<file path="config.mk">
export PLATFORM = sky130hd
export DESIGN_NAME = pwmpd_core
export DESIGN_NICKNAME = d
export VERILOG_FILES = /design/src/pwmpd_pkg.sv /design/src/pwmpd_core.sv
export SDC_FILE = /design/constraint.sdc
export NUM_CORES = 1
export LEC_CHECK = 0
export BUFFER_PORTS_ARGS = -buffer_cell sky130_fd_sc_hd__buf_2
export CAP_MARGIN = 15
export CORE_MARGIN = 3
export CORE_UTILIZATION = 35
export DETAILED_ROUTE_END_ITERATION = 10
export PLACE_DENSITY = 0.49
export SYNTH_ARGS = -nofsm -noshare
export SYNTH_HDL_FRONTEND = slang
export SYNTH_SLANG_ARGS = --single-unit
</file>
<file path="constraint.sdc">
create_clock -name i_clk_sys -period 8.55 [get_ports i_clk_sys]
set_input_delay 0 -clock i_clk_sys [delete_from_list [all_inputs] [get_ports i_clk_sys]]
set_output_delay 0 -clock i_clk_sys [all_outputs]
set_load 0.02 [all_outputs]
</file>
<file path="src/pwmpd_pkg.sv">
// Package: register map, field positions and bus carrier for the pulse-width front end
package pwmpd_pkg;

    // ----------------------------------------
    // Register offsets
    // ----------------------------------------
    localparam logic [7:0] ADDR_CLOCK_CONTROL = 8'h8E;
    localparam logic [7:0] ADDR_RUN_CONTROL   = 8'hD7;
    localparam logic [7:0] ADDR_PERIOD_LOW    = 8'hD9;
    localparam logic [7:0] ADDR_PERIOD_HIGH   = 8'hD1;
    localparam logic [7:0] ADDR_PIN_SELECT    = 8'hDE;
    localparam logic [7:0] ADDR_DUTY_HIGH [6] = '{8'hD2, 8'hD3, 8'hD4, 8'hD5, 8'hC4, 8'hC5};
    localparam logic [7:0] ADDR_DUTY_LOW  [6] = '{8'hDA, 8'hDB, 8'hDC, 8'hDD, 8'hCC, 8'hCD};

    // ----------------------------------------
    // Counts, fields and reset values
    // ----------------------------------------
    localparam int          NUM_CH           = 6;
    localparam int          FIRST_PAGED_CH   = 4;
    localparam int          BIT_CLK_SRC      = 6;
    localparam int          BIT_RUN          = 7;
    localparam int          BIT_LOAD         = 6;
    localparam int          PRESCALE_W       = 3;
    localparam int          DIV_CNT_W        = 7;
    localparam logic [7:0]  RST_BYTE         = 8'h00;
    localparam logic [15:0] RST_WORD         = 16'h0000;
    localparam logic [5:0]  RST_SEL          = 6'h00;
    localparam logic [6:0]  RST_DIV          = 7'h00;
    localparam logic [6:0]  DIV_ONE          = 7'h01;
    localparam logic        PAGE_ONE         = 1'b1;

    // ----------------------------------------
    // Register access carrier
    // ----------------------------------------
    typedef struct packed {
        logic [7:0] addr;
        logic       wr;
        logic [7:0] wdata;
        logic       page;
    } pwmpd_sfr_t;

    typedef struct packed {
        logic       hit;
        logic       high;
        logic [2:0] ch;
    } pwmpd_duty_dec_t;

endpackage : pwmpd_pkg
</file>
<file path="src/pwmpd_core.sv">
// Module: period, duty, clock source and pin routing of a six-channel pulse-width generator
`timescale 1ns/1ps
`default_nettype none

// Summary of operation
// - Bit 6 picks system clock or Timer 1
// - Shared 16-bit period from low/high bytes
// - Per-channel 16-bit duty from two bytes
// - Channels 4 and 5 duty only on page 1
// - Period, duties, pin select reset to zero
// - Low six bits route channel onto pin
// - Bit 5 routes channel 5; bits 7:6 unused
// - Load copies at period end, then self-clears
// - Prescale code divides by one to 128
// - Counter idles unless run enable set
module pwmpd_core (
    input  wire logic                  i_clk_sys,
    input  wire logic                  i_rst,
    input  wire pwmpd_pkg::pwmpd_sfr_t i_sfr,
    input  wire logic                  i_timer1_ovf,
    input  wire logic [2:0]            i_clock_prescale_code,
    input  wire logic [5:0]            i_port_out,
    input  wire logic [5:0]            i_port_oe,
    output logic      [7:0]            o_sfr_rdata,
    output logic      [5:0]            o_generator_output_signal,
    output logic      [5:0]            o_pin_data,
    output logic      [5:0]            o_pin_oe
);

    // ----------------------------------------
    // Address decode
    // ----------------------------------------
    function automatic pwmpd_pkg::pwmpd_duty_dec_t duty_decode(input logic [7:0] addr, input logic page);
        pwmpd_pkg::pwmpd_duty_dec_t r;
        r = '0;
        for (int c = 0; c < pwmpd_pkg::NUM_CH; c++) begin
            if (c < pwmpd_pkg::FIRST_PAGED_CH || page == pwmpd_pkg::PAGE_ONE) begin
                if (addr == pwmpd_pkg::ADDR_DUTY_HIGH[c]) begin
                    r.hit  = 1'b1;
                    r.high = 1'b1;
                    r.ch   = 3'(c);
                end
                if (addr == pwmpd_pkg::ADDR_DUTY_LOW[c]) begin
                    r.hit  = 1'b1;
                    r.high = 1'b0;
                    r.ch   = 3'(c);
                end
            end
        end
        return r;
    endfunction : duty_decode

    function automatic logic [6:0] div_mask(input logic [2:0] code);
        return 7'((pwmpd_pkg::DIV_ONE << code) - pwmpd_pkg::DIV_ONE);
    endfunction : div_mask

    // ----------------------------------------
    // Registers
    // ----------------------------------------
    logic        clk_src_q;
    logic        run_q;
    logic        load_q;
    logic [7:0]  period_low_q;
    logic [7:0]  period_high_q;
    logic [7:0]  duty_high_q [6];
    logic [7:0]  duty_low_q  [6];
    logic [5:0]  pin_sel_q;
    logic [15:0] period_buf_q;
    logic [15:0] duty_buf_q  [6];
    logic [15:0] cnt_q;
    logic [6:0]  div_cnt_q;
    logic [5:0]  gen_q;

    pwmpd_pkg::pwmpd_duty_dec_t wdec;
    pwmpd_pkg::pwmpd_duty_dec_t rdec;
    logic        wr_clk;
    logic        wr_run;
    logic        load_wr;
    logic        src_tick;
    logic        tick;
    logic        period_end;

    assign wdec       = duty_decode(i_sfr.addr, i_sfr.page);
    assign rdec       = wdec;
    assign wr_clk     = i_sfr.wr && i_sfr.addr == pwmpd_pkg::ADDR_CLOCK_CONTROL;
    assign wr_run     = i_sfr.wr && i_sfr.addr == pwmpd_pkg::ADDR_RUN_CONTROL;
    assign load_wr    = wr_run && i_sfr.wdata[pwmpd_pkg::BIT_LOAD];

    always_ff @(posedge i_clk_sys) begin
        if (i_rst) begin
            clk_src_q <= 1'b0;
        end else if (wr_clk) begin
            clk_src_q <= i_sfr.wdata[pwmpd_pkg::BIT_CLK_SRC];
        end
    end

    always_ff @(posedge i_clk_sys) begin
        if (i_rst) begin
            run_q <= 1'b0;
        end else if (wr_run) begin
            run_q <= i_sfr.wdata[pwmpd_pkg::BIT_RUN];
        end
    end

    // Load request: set by write wins over hardware clear
    always_ff @(posedge i_clk_sys) begin
        if (i_rst) begin
            load_q <= 1'b0;
        end else if (load_wr) begin
            load_q <= 1'b1;
        end else if (period_end) begin
            load_q <= 1'b0;
        end
    end

    always_ff @(posedge i_clk_sys) begin
        if (i_rst) begin
            period_low_q  <= pwmpd_pkg::RST_BYTE;
            period_high_q <= pwmpd_pkg::RST_BYTE;
        end else if (i_sfr.wr) begin
            if (i_sfr.addr == pwmpd_pkg::ADDR_PERIOD_LOW) begin
                period_low_q <= i_sfr.wdata;
            end
            if (i_sfr.addr == pwmpd_pkg::ADDR_PERIOD_HIGH) begin
                period_high_q <= i_sfr.wdata;
            end
        end
    end

    always_ff @(posedge i_clk_sys) begin
        if (i_rst) begin
            pin_sel_q <= pwmpd_pkg::RST_SEL;
        end else if (i_sfr.wr && i_sfr.addr == pwmpd_pkg::ADDR_PIN_SELECT) begin
            pin_sel_q <= i_sfr.wdata[5:0];
        end
    end

    // ----------------------------------------
    // Per-channel duty bytes, buffers and outputs
    // ----------------------------------------
    genvar g;
    generate
        for (g = 0; g < pwmpd_pkg::NUM_CH; g++) begin : g_ch
            always_ff @(posedge i_clk_sys) begin
                if (i_rst) begin
                    duty_high_q[g] <= pwmpd_pkg::RST_BYTE;
                    duty_low_q[g]  <= pwmpd_pkg::RST_BYTE;
                end else if (i_sfr.wr && wdec.hit && wdec.ch == 3'(g)) begin
                    if (wdec.high) begin
                        duty_high_q[g] <= i_sfr.wdata;
                    end else begin
                        duty_low_q[g] <= i_sfr.wdata;
                    end
                end
            end

            always_ff @(posedge i_clk_sys) begin
                if (i_rst) begin
                    duty_buf_q[g] <= pwmpd_pkg::RST_WORD;
                end else if (load_q && period_end) begin
                    duty_buf_q[g] <= {duty_high_q[g], duty_low_q[g]};
                end
            end

            always_ff @(posedge i_clk_sys) begin
                if (i_rst) begin
                    gen_q[g] <= 1'b0;
                end else begin
                    gen_q[g] <= run_q && (cnt_q < duty_buf_q[g]);
                end
            end

            always_ff @(posedge i_clk_sys) begin
                if (i_rst) begin
                    o_pin_data[g] <= 1'b0;
                    o_pin_oe[g]   <= 1'b0;
                end else if (pin_sel_q[g]) begin
                    o_pin_data[g] <= gen_q[g];
                    o_pin_oe[g]   <= 1'b1;
                end else begin
                    o_pin_data[g] <= i_port_out[g];
                    o_pin_oe[g]   <= i_port_oe[g];
                end
            end
        end
    endgenerate

    assign o_generator_output_signal = gen_q;

    // ----------------------------------------
    // Clock source and prescaler
    // ----------------------------------------
    assign src_tick = clk_src_q ? i_timer1_ovf : 1'b1;
    assign tick     = run_q && src_tick &&
                      ((div_cnt_q & div_mask(i_clock_prescale_code)) == div_mask(i_clock_prescale_code));

    always_ff @(posedge i_clk_sys) begin
        if (i_rst) begin
            div_cnt_q <= pwmpd_pkg::RST_DIV;
        end else if (!run_q) begin
            div_cnt_q <= pwmpd_pkg::RST_DIV;
        end else if (src_tick) begin
            div_cnt_q <= div_cnt_q + pwmpd_pkg::DIV_ONE;
        end
    end

    // ----------------------------------------
    // Period counter and buffered load
    // ----------------------------------------
    assign period_end = tick && (cnt_q >= period_buf_q);

    always_ff @(posedge i_clk_sys) begin
        if (i_rst) begin
            cnt_q <= pwmpd_pkg::RST_WORD;
        end else if (period_end) begin
            cnt_q <= pwmpd_pkg::RST_WORD;
        end else if (tick) begin
            cnt_q <= cnt_q + 16'h0001;
        end
    end

    always_ff @(posedge i_clk_sys) begin
        if (i_rst) begin
            period_buf_q <= pwmpd_pkg::RST_WORD;
        end else if (load_q && period_end) begin
            period_buf_q <= {period_high_q, period_low_q};
        end
    end

    // ----------------------------------------
    // Read data
    // ----------------------------------------
    always_ff @(posedge i_clk_sys) begin
        if (i_rst) begin
            o_sfr_rdata <= pwmpd_pkg::RST_BYTE;
        end else if (rdec.hit) begin
            o_sfr_rdata <= rdec.high ? duty_high_q[rdec.ch] : duty_low_q[rdec.ch];
        end else begin
            case (i_sfr.addr)
                pwmpd_pkg::ADDR_CLOCK_CONTROL: o_sfr_rdata <= {1'b0, clk_src_q, 6'h00};
                pwmpd_pkg::ADDR_RUN_CONTROL:   o_sfr_rdata <= {run_q, load_q, 6'h00};
                pwmpd_pkg::ADDR_PERIOD_LOW:    o_sfr_rdata <= period_low_q;
                pwmpd_pkg::ADDR_PERIOD_HIGH:   o_sfr_rdata <= period_high_q;
                pwmpd_pkg::ADDR_PIN_SELECT:    o_sfr_rdata <= {2'b00, pin_sel_q};
                default:                       o_sfr_rdata <= pwmpd_pkg::RST_BYTE;
            endcase
        end
    end
endmodule : pwmpd_core

`default_nettype wire

</file>
==> results list <==
- Status: completed
* Post-synthesis instance area: 14520 sq um
* Shortest period the worst path allows: 3863 ps
- Setup violations remaining at the end of the flow were counted as 0.
- Timing would allow up to 258.9 MHz.
- Post CTS Setup Buffer Count: 0
- Most instantiated flip-flop cell in the synthesis netlist: edfxtp_1
- Die outline area: 43960 sq um
* TritonCTS clock tree: yes
* Pin count of the biggest net entering global routing: 97
- Distinct cell type count of the synthesized netlist: 73
- Leading post-synthesis cells by cell area: edfxtp_1 40%, dfxtp_1 12%, ha_1 9.4%
- The worst setup path is of the flop to flop kind.
* Core footprint: 40370 sq um
- Area share of the largest cell type after synthesis: 0.3971
- The layout has 3991 filler cells.
* Number of max-capacitance violations reported: 0
- Data arrives at the worst endpoint at 4020 ps.
- The floorplan step set the die width to 209.7 um.
- Final Routed Wirelength: 44470 um
- The initial antenna violation count is 4.
* Mapped Nets: 1495
- Compared with the post-synthesis result, the final layout area differs by 15.15%.
* Commonest non-fill, non-tap cell in the layout: and2_1
- Number of pins exceeding their max-slew limit in the final report: 0
- Vias per inst: 5.217
* Syn avg cell area: 10.75 sq um
- RD Place Congestion: 0.8688
* Number of primary I/O pins: 62
- Cell taking the most area after synthesis: edfxtp_1
- For this block, the initial DRC count from the detailed router was 939.
* FP Rows: 73
* Unrepaired setup endpoints after global routing: false
* Most frequent cells in the layout: 199 x and2_1, 192 x edfxtp_1, 114 x inv_1
- Clock-pin slew was measured on the worst setup and hold paths at 60 ps.
- Of all flip-flops after synthesis, the portion carrying an async set or reset was 0.
- Dividing the detail-routed wire length by the instance count gives 22.46 um.
- Prior to clock tree synthesis, the placed netlist has a worst setup slack of 4626 ps.
- Remaining routing DRC violations: 0
- EDFF count, synth: 192
- The finished cells cover 16720 sq um.
- The count of endpoints failing hold in the final timing report came to 0.
- For this run, the register share of the synthesized area comes to 0.5212.
- In the global route stage, overall resource usage came out at 0.2002.
* Number of placed cells counting well taps: 1896
- Setup ws final: 4687 ps
* Wire length of the first global-routing pass: 65720 um
* CTS resizes: 0
- Nature of the critical path startpoint: flop
* Sum of negative setup slack: 0 ps
- The initial utilization of the core area, before any placement, comes to 0.3596.
- CTS placed an instance of clkbuf_16 at the clock tree root.
- Of the available clock period, the critical path in the final layout requires 0.4518.
- Clock tree synthesis inserted a total of 35 buffers.
- P per Cell Area: 188.3 nW/um^2
- Maximum resistive drop on vdd: 0.0001194 V
- The Yosys step of the flow raised 0 warnings.
* H-tree levels: 2
- Once placement finished, the instance area stood at 15370 sq um.
- Clock latency at the later pin of the worst-skew pair: 530 ps
* Count of nets left with antenna violations after detail routing: 0
- Required time of the critical path: 8710 ps
- The worst pin sits at a relative slew slack of 0.2562.
* Die outline height: 209.7 um
* Clock skew: 22.43 ps
- Share of final-layout standard cells stronger than drive strength 1: 0.1053
- For the pin with the worst max-slew slack, the measured transition is 1104 ps.
- Counting flops and latches in the post-synthesis netlist gives 282.
- Type of the most critical hold path: input pin to flop
- Sum of net half-perimeters after detailed placement: 31570 um
* Highest net fanout along the worst path: 64
- After global routing the overflow that remains totals 0.
* Category of the worst setup path capture point: flop
- Number of global-route vias before repair: 9969
* Non-filler instance count after layout: 1980
- In this run the static leakage power is 6.672 nW.
- The final layout contains 1573 nets.
* Router iterations before antenna repair: 5
- The clock passes through at most 3 buffers.
- Hold-fix buffers, CTS: 18
* Number of clock sinks: 282
* Final-layout worst hold slack: 10.32 ps
- Synthesized netlist cell count: 1350
- I/O Buffers: 61
* Via total after detailed routing: 10330
## path summary, 6_finish.rpt
path	start	end	slack [ps]	depth (start not counted)
min	i_sfr[2]	period_high_q[1]$_SDFFE_PP0P_	10	3
max	cnt_q[12]$_SDFFE_PP0P_	duty_buf_q[3][1]$_SDFFCE_PN0P_	4690	8
max reg2reg	cnt_q[12]$_SDFFE_PP0P_	duty_buf_q[3][1]$_SDFFCE_PN0P_	4690	8
min reg2reg	period_buf_q[0]$_SDFFE_PP0P_	period_buf_q[0]$_SDFFE_PP0P_	470	2
## Yosys cell counts, types with 8 or more instances
| cell | n |
|---|---|
| clkbuf_1 | 45 |
| ha_1 | 109 |
| nor2_1 | 73 |
| nand2b_1 | 12 |
| nand2_1 | 59 |
| edfxtp_1 | 192 |
| a21oi_1 | 52 |
| mux2i_1 | 26 |
| o21ai_0 | 59 |
| xnor2_1 | 17 |
| nand4_1 | 11 |
| nand3_1 | 57 |
| nor3_1 | 15 |
| a31oi_1 | 8 |
| dfxtp_1 | 90 |
| inv_1 | 114 |
| a211oi_1 | 19 |
| nor4_1 | 11 |
| or4b_1 | 15 |
| and2_1 | 199 |
| a21o_1 | 33 |
| o31ai_1 | 20 |
## per-stage QoR
stage / utilization / power, W
after floorplan: - / 0.001621
after global placement: 0.3808 / 0.001699
after detailed placement: 0.3808 / 0.001699
after CTS: 0.4136 / 0.003174
after global routing: 0.4140 / 0.003239
final: 0.4141 / 0.003148
## critical path, cell delays in order (launching register included)
cell      delay (ps)
dfxtp_1          620
ha_1             240
a21oi_1           60
o21ai_0          330
a211oi_1         160
or4b_4           690
o21ai_4          160
buf_4            420
buf_4            750
## state kept, by name (all words and copies together) (netlist names), 7 cells and up
register,count
duty_buf_q,96
duty_high_q,48
duty_low_q,48
cnt_q,16
period_buf_q,16
o_sfr_rdata,8
period_high_q,8
period_low_q,8
div_cnt_q,7
## metal layers
| layer | part of all wire | GRT usage |
|---|---|---|
| met4 | 0.029 | 0.06143 |
| met1 | 0.48 | 0.2974 |
| met3 | 0.066 | 0.03647 |
| met5 | 0 | 0 |
| met2 | 0.43 | 0.2961 |
## report_power, final
group          leakage (nW)  total, W  switching, W  internal (W)
sequential             2.63   0.00153     0.0000279       0.00150
combinational          3.48  0.000153      0.000108     0.0000457
clock                 0.565   0.00147      0.000587      0.000883
total                  6.67   0.00315      0.000722       0.00243
## cell type report
class / count / area (sq um) / area share
Clock inverter: 11 / 100.1 / 0.005987
Timing Repair Buffer: 98 / 629.4 / 0.03764
Clock buffer: 51 / 1044 / 0.06242
Multi-Input combinational cell: 897 / 6289 / 0.3761
Antenna cell: 2 / 5.005 / 0.0002994
Tap cell: 525 / 656.9 / 0.03929
Sequential cell: 282 / 7567 / 0.4526
Inverter: 114 / 427.9 / 0.02559
## cells by family after synthesis
kind of cell,Yosys count,synth area share
AO/OA/AOI/OAI,255,0.1174
XOR/XNOR,20,0.01206
adder cells (fa/ha/maj),109,0.09393
buffers and inverters,171,0.04679
flip-flops,282,0.5212
multiplexers,30,0.02103
AND/OR/NAND/NOR,483,0.1876
(Power assumes the default switching activity.)
